## src/inc/spsw_consts.svh

```systemverilog
// register offsets, field positions and reset values of the serial pin switch
// assumes byte addresses on a wishbone bus with one 32-bit word per register
`ifndef SPSW_CONSTS_SVH
`define SPSW_CONSTS_SVH

// ======================================================================
// register byte offsets
`define SPSW_OFS_CTRL_A 8'h00
`define SPSW_OFS_CTRL_B 8'h04
`define SPSW_OFS_GROUP 8'h08
`define SPSW_OFS_STATUS 8'h0c

// ======================================================================
// serial_pin_control_a fields
`define SPSW_A_CH2_SW 5
`define SPSW_A_CH1_SW 4
`define SPSW_A_CH2_TXINV 3
`define SPSW_A_CH2_RXINV 2
`define SPSW_A_CH1_TXINV 1
`define SPSW_A_CH1_RXINV 0
`define SPSW_A_WMASK 8'h3f
`define SPSW_A_RSVD 8'hc0
`define SPSW_A_RESET 8'h00

// ======================================================================
// serial_pin_control_b fields
`define SPSW_B_CH3_SW 4
`define SPSW_B_CH3_TXINV 1
`define SPSW_B_CH3_RXINV 0
`define SPSW_B_WMASK 8'h13
`define SPSW_B_RSVD 8'hec
`define SPSW_B_RESET 8'h00

// ======================================================================
// pin group select and pin levels
`define SPSW_G_CH1_GROUP 0
`define SPSW_G_RESET 1'b0
`define SPSW_SYNC_W 8
`define SPSW_PIN_RESET 8'hf0

`endif

```

## src/inc/spsw_pkg.sv

```systemverilog
// types shared by the serial pin switch design files
// assumes nothing beyond a systemverilog compiler
package spsw_pkg;

    typedef logic [7:0] spsw_byte_t;

    // bus answer sequencer, one-hot
    typedef enum logic [1:0] {
        SPSW_BUS_IDLE = 2'b01,
        SPSW_BUS_ANSWER = 2'b10
    } spsw_bus_state_t;

endpackage : spsw_pkg

```

## src/logic/spsw_top.sv

```systemverilog
// serial pin switch and data inversion for three asynchronous serial channels
// assumes a classic wishbone master on mclk, pins asynchronous to mclk,
// and port logic that supplies the general i/o drive of each shared pin
`timescale 1ns/100ps
`include "spsw_consts.svh"
module spsw_top #(
    parameter int DATA_W = 32,
    parameter int ADR_W = 8
) (
    input wire logic mclk,
    input wire logic reset,
    // wishbone slave
    input wire logic wb_cyc_i,
    input wire logic wb_stb_i,
    input wire logic wb_we_i,
    input wire logic [ADR_W-1:0] wb_adr_i,
    input wire logic [DATA_W/8-1:0] wb_sel_i,
    input wire logic [DATA_W-1:0] wb_dat_i,
    output logic [DATA_W-1:0] wb_dat_o,
    output logic wb_ack_o,
    output logic wb_err_o,
    // serial channel side
    input wire logic chan1_transmit_out,
    input wire logic infrared_transmit_out,
    input wire logic infrared_mode,
    input wire logic chan2_transmit_out,
    input wire logic chan3_transmit_out,
    output logic chan1_receive_in,
    output logic chan2_receive_in,
    output logic chan3_receive_in,
    // general i/o drive from port logic for each shared transmit pin
    input wire logic port4_bit2_gen_out,
    input wire logic port4_bit2_gen_oe,
    input wire logic portf_bit3_gen_out,
    input wire logic portf_bit3_gen_oe,
    input wire logic port3_bit2_gen_out,
    input wire logic port3_bit2_gen_oe,
    input wire logic porte_bit2_gen_out,
    input wire logic porte_bit2_gen_oe,
    // shared transmit pins, three signals each
    input wire logic port4_bit2_in,
    output logic port4_bit2_out,
    output logic port4_bit2_oe,
    input wire logic portf_bit3_in,
    output logic portf_bit3_out,
    output logic portf_bit3_oe,
    input wire logic port3_bit2_in,
    output logic port3_bit2_out,
    output logic port3_bit2_oe,
    input wire logic porte_bit2_in,
    output logic porte_bit2_out,
    output logic porte_bit2_oe,
    // receive pins
    input wire logic chan1_rx_pin_a,
    input wire logic chan1_rx_pin_b,
    input wire logic chan2_rx_pin,
    input wire logic chan3_rx_pin,
    // synchronised pin levels back to port logic
    output logic [`SPSW_SYNC_W-1:0] pin_level
);

    // ======================================================================
    // elaboration checks
    initial begin
        if (DATA_W < 8 || DATA_W % 8 != 0) begin
            $error("spsw_top: DATA_W must be a multiple of 8, at least 8");
        end
        if (ADR_W < 4 || ADR_W > 8) begin
            $error("spsw_top: ADR_W must be between 4 and 8");
        end
    end

    // ======================================================================
    // helpers

    // pin mux: the switch hands the pin to the serial channel, which always
    // drives, otherwise the port logic keeps its own drive and enable
    function automatic logic [1:0] pin_drive(
        input logic switch_on,
        input logic serial_level,
        input logic gen_out,
        input logic gen_oe
    );
        logic [1:0] res;
        res = {gen_oe, gen_out};
        if (switch_on) begin
            res = {1'b1, serial_level};
        end
        return res;
    endfunction : pin_drive

    // register image: reserved bits forced to one
    function automatic spsw_pkg::spsw_byte_t reg_image(
        input spsw_pkg::spsw_byte_t stored,
        input spsw_pkg::spsw_byte_t wmask,
        input spsw_pkg::spsw_byte_t rsvd
    );
        spsw_pkg::spsw_byte_t res;
        res = (stored & wmask) | rsvd;
        return res;
    endfunction : reg_image

    // ======================================================================
    // pin synchronisers
    logic [`SPSW_SYNC_W-1:0] pin_async;
    logic [`SPSW_SYNC_W-1:0] pin_sync;

    // receive lines idle at mark, so they reset high; tx pins reset low
    localparam logic [`SPSW_SYNC_W-1:0] SYNC_RESET_LEVEL = `SPSW_PIN_RESET;

    assign pin_async = {chan3_rx_pin, chan2_rx_pin, chan1_rx_pin_b, chan1_rx_pin_a,
                        porte_bit2_in, port3_bit2_in, portf_bit3_in, port4_bit2_in};

    spsw_sync #(
        .WIDTH(`SPSW_SYNC_W)
    ) u_sync (
        .mclk(mclk),
        .reset(reset),
        .async_in(pin_async),
        .reset_level(SYNC_RESET_LEVEL),
        .sync_out(pin_sync)
    );

    // ======================================================================
    // wishbone decode
    logic bus_req;
    logic hit_a;
    logic hit_b;
    logic hit_g;
    logic hit_s;
    logic hit_any;
    logic [7:0] adr_byte;
    spsw_pkg::spsw_bus_state_t bus_state_r;
    spsw_pkg::spsw_bus_state_t bus_state_nxt;

    assign bus_req = wb_cyc_i & wb_stb_i;
    assign adr_byte = 8'(wb_adr_i);
    assign hit_a = (adr_byte == `SPSW_OFS_CTRL_A);
    assign hit_b = (adr_byte == `SPSW_OFS_CTRL_B);
    assign hit_g = (adr_byte == `SPSW_OFS_GROUP);
    assign hit_s = (adr_byte == `SPSW_OFS_STATUS);
    assign hit_any = hit_a | hit_b | hit_g | hit_s;

    // a request is seen on one edge and answered on the next; the answer
    // stands one cycle, and a request still held is answered again two cycles later
    always_comb begin
        bus_state_nxt = bus_state_r;
        case (bus_state_r)
            spsw_pkg::SPSW_BUS_IDLE: begin
                if (bus_req) begin
                    bus_state_nxt = spsw_pkg::SPSW_BUS_ANSWER;
                end
            end
            spsw_pkg::SPSW_BUS_ANSWER: begin
                bus_state_nxt = spsw_pkg::SPSW_BUS_IDLE;
            end
            default: begin
                bus_state_nxt = spsw_pkg::SPSW_BUS_IDLE;
            end
        endcase
    end

    always_ff @(posedge mclk) begin
        if (reset) begin
            bus_state_r <= spsw_pkg::SPSW_BUS_IDLE;
        end else begin
            bus_state_r <= bus_state_nxt;
        end
    end

    // ack for mapped words, err for anything else
    always_ff @(posedge mclk) begin
        if (reset) begin
            wb_ack_o <= 1'b0;
            wb_err_o <= 1'b0;
        end else begin
            wb_ack_o <= (bus_state_r == spsw_pkg::SPSW_BUS_IDLE) & bus_req & hit_any;
            wb_err_o <= (bus_state_r == spsw_pkg::SPSW_BUS_IDLE) & bus_req & ~hit_any;
        end
    end

    // a write lands on the edge at which the master samples ack
    logic wr_take;

    assign wr_take = bus_req & wb_we_i & wb_ack_o & wb_sel_i[0];

    // ======================================================================
    // control registers
    spsw_pkg::spsw_byte_t ctrl_a_r;
    spsw_pkg::spsw_byte_t ctrl_b_r;
    logic group_sel_r;

    // reserved bits never stored, so they cannot be written
    always_ff @(posedge mclk) begin
        if (reset) begin
            ctrl_a_r <= `SPSW_A_RESET;
        end else if (wr_take && hit_a) begin
            ctrl_a_r <= wb_dat_i[7:0] & `SPSW_A_WMASK;
        end
    end

    always_ff @(posedge mclk) begin
        if (reset) begin
            ctrl_b_r <= `SPSW_B_RESET;
        end else if (wr_take && hit_b) begin
            ctrl_b_r <= wb_dat_i[7:0] & `SPSW_B_WMASK;
        end
    end

    always_ff @(posedge mclk) begin
        if (reset) begin
            group_sel_r <= `SPSW_G_RESET;
        end else if (wr_take && hit_g) begin
            group_sel_r <= wb_dat_i[`SPSW_G_CH1_GROUP];
        end
    end

    // ======================================================================
    // read data, captured with the answer
    spsw_pkg::spsw_byte_t rd_byte;

    always_comb begin
        rd_byte = 8'h00;
        if (hit_a) begin
            rd_byte = reg_image(ctrl_a_r, `SPSW_A_WMASK, `SPSW_A_RSVD);
        end else if (hit_b) begin
            rd_byte = reg_image(ctrl_b_r, `SPSW_B_WMASK, `SPSW_B_RSVD);
        end else if (hit_g) begin
            rd_byte = {7'h00, group_sel_r};
        end else if (hit_s) begin
            rd_byte = pin_sync;
        end
    end

    always_ff @(posedge mclk) begin
        if (reset) begin
            wb_dat_o <= '0;
        end else if (bus_state_r == spsw_pkg::SPSW_BUS_IDLE && bus_req) begin
            wb_dat_o <= DATA_W'(rd_byte);
        end
    end

    // ======================================================================
    // field aliases
    logic ch1_sw;
    logic ch2_sw;
    logic ch3_sw;
    logic ch1_tx_inv;
    logic ch2_tx_inv;
    logic ch3_tx_inv;
    logic ch1_rx_inv;
    logic ch2_rx_inv;
    logic ch3_rx_inv;

    assign ch1_sw = ctrl_a_r[`SPSW_A_CH1_SW];
    assign ch2_sw = ctrl_a_r[`SPSW_A_CH2_SW];
    assign ch3_sw = ctrl_b_r[`SPSW_B_CH3_SW];
    assign ch1_tx_inv = ctrl_a_r[`SPSW_A_CH1_TXINV];
    assign ch2_tx_inv = ctrl_a_r[`SPSW_A_CH2_TXINV];
    assign ch3_tx_inv = ctrl_b_r[`SPSW_B_CH3_TXINV];
    assign ch1_rx_inv = ctrl_a_r[`SPSW_A_CH1_RXINV];
    assign ch2_rx_inv = ctrl_a_r[`SPSW_A_CH2_RXINV];
    assign ch3_rx_inv = ctrl_b_r[`SPSW_B_CH3_RXINV];

    // ======================================================================
    // transmit path: xor first, then the pin mux, then the output flop.
    // the inversion is not aligned to frames, so a change mid-frame shows
    // on the pin as a glitch; software must change it with the line idle
    logic ch1_tx_level;
    logic ch2_tx_level;
    logic ch3_tx_level;
    logic [1:0] drv_p42;
    logic [1:0] drv_pf3;
    logic [1:0] drv_p32;
    logic [1:0] drv_pe2;

    assign ch1_tx_level = (infrared_mode ? infrared_transmit_out : chan1_transmit_out)
                          ^ ch1_tx_inv;
    assign ch2_tx_level = chan2_transmit_out ^ ch2_tx_inv;
    assign ch3_tx_level = chan3_transmit_out ^ ch3_tx_inv;

    // chan1 goes to one group only; the other group's pin stays general
    assign drv_p42 = pin_drive(ch1_sw & ~group_sel_r, ch1_tx_level,
                               port4_bit2_gen_out, port4_bit2_gen_oe);
    assign drv_pf3 = pin_drive(ch1_sw & group_sel_r, ch1_tx_level,
                               portf_bit3_gen_out, portf_bit3_gen_oe);
    assign drv_p32 = pin_drive(ch2_sw, ch2_tx_level,
                               port3_bit2_gen_out, port3_bit2_gen_oe);
    assign drv_pe2 = pin_drive(ch3_sw, ch3_tx_level,
                               porte_bit2_gen_out, porte_bit2_gen_oe);

    // one flop between mux and pin keeps outputs glitch free at the cost
    // of one mclk of delay, far below any serial bit time
    always_ff @(posedge mclk) begin
        if (reset) begin
            port4_bit2_out <= 1'b0;
            port4_bit2_oe <= 1'b0;
            portf_bit3_out <= 1'b0;
            portf_bit3_oe <= 1'b0;
            port3_bit2_out <= 1'b0;
            port3_bit2_oe <= 1'b0;
            porte_bit2_out <= 1'b0;
            porte_bit2_oe <= 1'b0;
        end else begin
            {port4_bit2_oe, port4_bit2_out} <= drv_p42;
            {portf_bit3_oe, portf_bit3_out} <= drv_pf3;
            {port3_bit2_oe, port3_bit2_out} <= drv_p32;
            {porte_bit2_oe, porte_bit2_out} <= drv_pe2;
        end
    end

    // ======================================================================
    // receive path: synchronised pin, group choice, xor, output flop
    logic ch1_rx_pin;

    assign ch1_rx_pin = group_sel_r ? pin_sync[5] : pin_sync[4];

    always_ff @(posedge mclk) begin
        if (reset) begin
            chan1_receive_in <= 1'b1;
            chan2_receive_in <= 1'b1;
            chan3_receive_in <= 1'b1;
        end else begin
            chan1_receive_in <= ch1_rx_pin ^ ch1_rx_inv;
            chan2_receive_in <= pin_sync[6] ^ ch2_rx_inv;
            chan3_receive_in <= pin_sync[7] ^ ch3_rx_inv;
        end
    end

    // ======================================================================
    // synchronised pin levels for the port data read path
    always_ff @(posedge mclk) begin
        if (reset) begin
            pin_level <= SYNC_RESET_LEVEL;
        end else begin
            pin_level <= pin_sync;
        end
    end

endmodule : spsw_top

```

## src/logic/spsw_sync.sv

```systemverilog
// two flip-flop synchroniser for levels arriving from pins
// assumes the inputs are asynchronous to mclk and slow against it
`timescale 1ns/100ps
module spsw_sync #(
    parameter int WIDTH = 8
) (
    input wire logic mclk,
    input wire logic reset,
    input wire logic [WIDTH-1:0] async_in,
    input wire logic [WIDTH-1:0] reset_level,
    output logic [WIDTH-1:0] sync_out
);

    logic [WIDTH-1:0] meta_r;

    initial begin
        if (WIDTH < 1) begin
            $error("spsw_sync: WIDTH must be at least 1");
        end
    end

    // first stage is read only by the second stage
    always_ff @(posedge mclk) begin
        if (reset) begin
            meta_r <= reset_level;
            sync_out <= reset_level;
        end else begin
            meta_r <= async_in;
            sync_out <= meta_r;
        end
    end

endmodule : spsw_sync

```

## config.mk

```make
export PLATFORM = sky130hd
export DESIGN_NAME = spsw_top
export DESIGN_NICKNAME = d
export VERILOG_FILES = /design/src/inc/spsw_pkg.sv /design/src/logic/spsw_top.sv /design/src/logic/spsw_sync.sv
export VERILOG_INCLUDE_DIRS = /design/src /design/src/inc
export SDC_FILE = /design/constraint.sdc
export NUM_CORES = 1
export LEC_CHECK = 0
export BUFFER_PORTS_ARGS = -buffer_cell sky130_fd_sc_hd__buf_2
export CAP_MARGIN = 20
export CORE_ASPECT_RATIO = 0.75
export CORE_MARGIN = 2
export CORE_UTILIZATION = 44
export DETAILED_ROUTE_END_ITERATION = 12
export MAX_ROUTING_LAYER = met4
export PLACE_DENSITY = 0.79
export SETUP_SLACK_MARGIN = 0.3
export SYNTH_ARGS = -nofsm -noshare
export SYNTH_HDL_FRONTEND = slang
export SYNTH_SLANG_ARGS = --single-unit
```

## constraint.sdc

```tcl
create_clock -name mclk -period 1.5 [get_ports mclk]
set_input_delay 0.15 -clock mclk [delete_from_list [all_inputs] [get_ports mclk]]
set_output_delay 0.15 -clock mclk [all_outputs]
set_load 0.005 [all_outputs]
```

* After elaboration in Yosys (flattened, before gate mapping)
Index checks and enable logic that the tools add are counted.
Storage, ports and cells: register bits 57, input bits 70, output and inout port bits 53, word-level logic and storage cells 62
Cells by class: eq/ne operators 4, mux-type cells 10, bitwise logic cells 21, reductions and logical operators 6
Operator list (count):
- 8-bit 2-to-1 mux | 4
- 8-bit by 4-bit equality test with 1-bit output (second input constant) | 2
- 1-bit bitwise AND | 9
- 8-bit by 3-bit equality test with 1-bit output (second input constant) | 1
- 8-bit zero test | 1
- 2-bit 2-to-1 mux | 4
- 1-bit bitwise XOR | 6
- 1-bit logical AND | 4
- 1-bit inverter | 3
- 1-bit bitwise OR | 3
- 2-bit by 1-bit equality test with 1-bit output (second input constant) | 1
- 1-bit 2-to-1 mux | 2
- 2-bit OR reduction | 1

* Longest topological paths before layout
depth in word-level cells 6, mapped depth 5, mapped depth without buffers 4

* Modules after synthesis
A second synthesis with hierarchy kept.
Unflattened totals: cells, all modules 227, area, all modules 2444.8 µm²
By module, submodules not included:
- spsw_top | times used 1, cells an instance 193, area an instance 1875.5 µm², sequential area each 820.8 µm²
- spsw_sync | times used 1, cells an instance 34, area an instance 569.3 µm², sequential area each 320.3 µm²

* Worst setup path after synthesis
OpenSTA, ideal clock, no wires.
path kind input-to-reg, start point input wb_adr_i[1], end point register ctrl_b_r[0], setup time 72 ps, arrival 1256 ps, data required time 1428 ps, path slack 172 ps, cell stages on the path 3, buffers on the path 0, cells stage by stage or4_4 > nor4_4 > mux2i_1
Between the ends: longest elaborated chain between the ends 2
Ends and longest elaborated chain:
- start: declaration | line spsw_top.sv:16 | input wire logic [ADR_W-1:0] wb_adr_i,
- 8-bit by 3-bit equality test with 1-bit output (no line)
- 1-bit logical AND | line spsw_top.sv:205 | end else if (wr_take && hit_b) begin
- end signal: assignment | line spsw_top.sv:204 | ctrl_b_r <= `SPSW_B_RESET;
- end signal: assignment | line spsw_top.sv:206 | ctrl_b_r <= wb_dat_i[7:0] & `SPSW_B_WMASK;
- end: declaration | line spsw_top.sv:190 | spsw_pkg::spsw_byte_t ctrl_b_r;
No other way between the ends. A chain may end at the register's enable or synchronous reset.

* Worst setup path in the final report
start point register bus_state_r[1], end point register wb_dat_o[6]
Between the ends: longest elaborated chain between the ends 2
Ends and longest elaborated chain:
- start: declaration | line spsw_top.sv:133 | spsw_pkg::spsw_bus_state_t bus_state_r;
- start signal: assignment | line spsw_top.sv:165 | bus_state_r <= spsw_pkg::SPSW_BUS_IDLE;
- start signal: assignment | line spsw_top.sv:167 | bus_state_r <= bus_state_nxt;
- 2-bit by 1-bit equality test with 1-bit output | line spsw_top.sv:238 | end else if (bus_state_r == spsw_pkg::SPSW_BUS_IDLE && bus_req) begin
- 1-bit logical AND | line spsw_top.sv:238
- end signal: assignment | line spsw_top.sv:239 | wb_dat_o <= DATA_W'(rd_byte);
- end: declaration | line spsw_top.sv:19 | output logic [DATA_W-1:0] wb_dat_o,
No other way between the ends.

==> impl_metrics.ini <==
[global_route]
grt_pass1_wl_um = 7100
grt_usage_pct = 17.02
met1_usage_pct = 20.05
antenna_found_initial = 0
grt_max_degree = 32
met2_usage_pct = 25.38
grt.busiest_layer = met2
use_met3_pct = 6.939
first_global_vias = 1550
overflow = 0

[flow_run]
maxCapViolCount = 0

[critical_path]
crit_arrival_ns = 1.46
cp_max_fo = 9
crit_type = reg -> reg
crit_chain = nand4b_1 -> buf_6 -> a2111o_1 -> a21oi_1
cp_slowest_cell = dfxtp_1
cpPeakStageDelay_ns = 0.30
crit_path_end_kind = flop
cp.required_ns = 1.76
start_kind = flop

[route]
vias_per_cell = 4.778
finalWirelength_um = 4764
vias = 1744
drc_errors = 0
first_pass_iters = 4
ant_nets = 0
drtIter0Drc = 69
route.detailed.wl_per_inst_um = 13.05

[synth]
async_flop_share_pct = 0
synthDistinctLibCells = 34
synth-edff-count = 0
yosysTopAreaCell = dfxtp_1
ys_top_cells_by_count = 57 x dfxtp_1, 24 x buf_4, 20 x nand2b_1, 14 x nor2_1, 13 x or2_2
ys_dominant_reg_cell = dfxtp_1
avgSynthCellArea_um2 = 10.14
synth_most_common_cell = dfxtp_1
ys_seq_area_share_pct = 49.78
ys_seq_elements = 57
synthCells = 226
synth.cell_area_um2 = 2292
ys_warn_count = 0
synth_top_area_share_pct = 49.78
synth_area_leaders = dfxtp_1 50%, buf_4 7.9%, nand2b_1 5.5%

[final_layout]
layout.nets = 373
syn2layout_area_growth_pct = 27.51
finalNonFillerCells = 365
drive_above_1_share_pct = 39.67
final.fill_count = 431
antenna_cells = 0

[cts]
cts_num_sinks = 57
clk-insertion-delay-late_ns = 0.32
cts_root_buf = clkbuf_8
clk_pin_slew_ns = 0.06
h-tree-depth = 3
cts_tree = done
clk_path_buf_depth = 2
numCtsBuffers = 9

[floorplanning]
die_w_um = 87.35
core_um2 = 4955
row_count = 22
io_pins = 123
die_area_um2 = 5809
start_util_pct = 46.26
die_y_um = 66.51

[sta]
period_share_pct = 79.82
drv_slew = 0
period_minus_slack_ns = 1.197
rsz0062_at_grt = true
fmax_mhz = 835.2
skew_ns = 0.007381
hold_viol = 0
setup_viol = 0
setup_tns_ns = 0

[status]
status = finished clean

[worst_hold_path]
min-delay-path-class = in -> reg

[placement]
dpl.cell_count = 348
place.gp.congestion = 0.8078
dp_hpwl_um = 3291
portBuffers = 69

[power_and_ir_drop]
power.density_nw_per_um2 = 1044
p_sw_uw = 667.5
power_uw = 3051
power_frac_clock_pct = 40.3
p_int_uw = 2384
p_seq_share_pct = 51.5
ir_drop_uv = 609.3
power_leakage_uw = 0.001318
pwr-share-comb_pct = 8.2
switching_share_pct = 21.88
[routing by layer]
layer / vias to the layer above / part of all wire, %
met4: 0 / 2.0
met2: 72 / 45
met1: 796 / 45
li1: 863 / -
met5: - / 0
met3: 13 / 7.2
[path summary, 6_finish.rpt]
check | start | end | slack, ns | cells after the start
hold / removal | chan1_rx_pin_a | u_sync.meta_r[4]$_SDFF_PP1_ | 0.01 | 2
hold reg to reg | u_sync.meta_r[7]$_SDFF_PP1_ | u_sync.sync_out[7]$_SDFF_PP1_ | 0.41 | 1
setup reg to reg | bus_state_r[1]$_SDFFE_PP0P_ | wb_dat_o[6]$_SDFFE_PP0P_ | 0.30 | 4
setup / recovery | bus_state_r[1]$_SDFFE_PP0P_ | wb_dat_o[6]$_SDFFE_PP0P_ | 0.30 | 4
[metrics by stage]
step | setup slack (ns) | instance area (µm²) | util [%] | hold slack [ns]
final | 0.3027 | 2923 | 58.99 | 0.01075
after global routing | 0.2549 | 2923 | 58.99 | 0.002481
after CTS | 0.2609 | 2858 | 57.68 | 0.001515
after detailed placement | 0.06910 | 2630 | 53.08 | 0.3354
after global placement | 0.08588 | 2630 | 53.08 | 0.3356
after floorplan | 0.2593 | 2399 | - | 0.2538
[state kept, by name, indices dropped and copies added, names as in the netlist, 2 cells and up]
signal / flops
pin_level: 8
u_sync.meta_r: 8
u_sync.sync_out: 8
wb_dat_o: 8
ctrl_a_r: 6
ctrl_b_r: 3
bus_state_r: 2
[layout make-up]
type                    instances  area (µm²)  share of cell area (%)
inverters                       3       13.76                  0.4709
well taps                      60       75.07                   2.568
clock buffers                  13       168.9                   5.779
repair buffers                 78       421.7                   14.43
multi-input cells             154        1101                   37.67
flip-flops and latches         57        1142                   39.08
[worst max-delay path, delay by kind of cell (launching register included)]
kind	cells	cell delay (ns)
AND/OR/NAND/NOR	1	0.24
buffers and inverters	1	0.19
flip-flops	1	0.30
AO/OA/AOI/OAI	2	0.41
[cell usage in the layout (no fill, tap or decap), types with 2 or more instances in the layout]
cell / instances
mux2i_1: 12
dlygate4sd3_1: 2
o31ai_1: 2
nand4b_1: 3
o31ai_4: 2
conb_1: 24
nand3b_1: 7
xnor2_1: 4
a21oi_1: 8
inv_1: 2
clkbuf_8: 12
buf_4: 6
nand2b_1: 20
a2111o_1: 2
buf_2: 69
nor4_4: 2
a211oi_1: 2
or2_2: 13
nand4_1: 2
mux2_2: 2
xor2_1: 2
nand2_1: 6
nor2b_1: 12
nor2_1: 13
dfxtp_1: 56
o41ai_2: 2
a22oi_1: 2
[power by group through the flow]
stage          clock network [µW]  registers (µW)  logic [µW]
4_1_cts                      1250            1570         239
5_1_grt                      1340            1570         276
6_report                     1230            1570         250
3_3_place_gp                    0            1600         223
2_1_floorplan                   0            1600         171
3_5_place_dp                    0            1600         229
[cells by family after synthesis]
| kind of cell | synth area share [%] |
|---|---|
| xor+xnor | 2.293 |
| compound gates | 6.714 |
| simple gates | 23.69 |
| buf+inv | 10.15 |
| mux | 7.205 |
| other cells | 0.1636 |
| flops | 49.78 |
[repair_timing]
item / 4_1_cts / 5_1_grt
buffers inserted: 1 / 1
endpoints found under the hold margin: 2 / 0
cloned: 0 / 0
setup endpoints to repair: 6 / 16
hold buffers: 2 / 0
pin swaps: 1 / 6
gates resized for setup: 6 / 12
No activity file was read; power rests on OpenSTA's default activity.
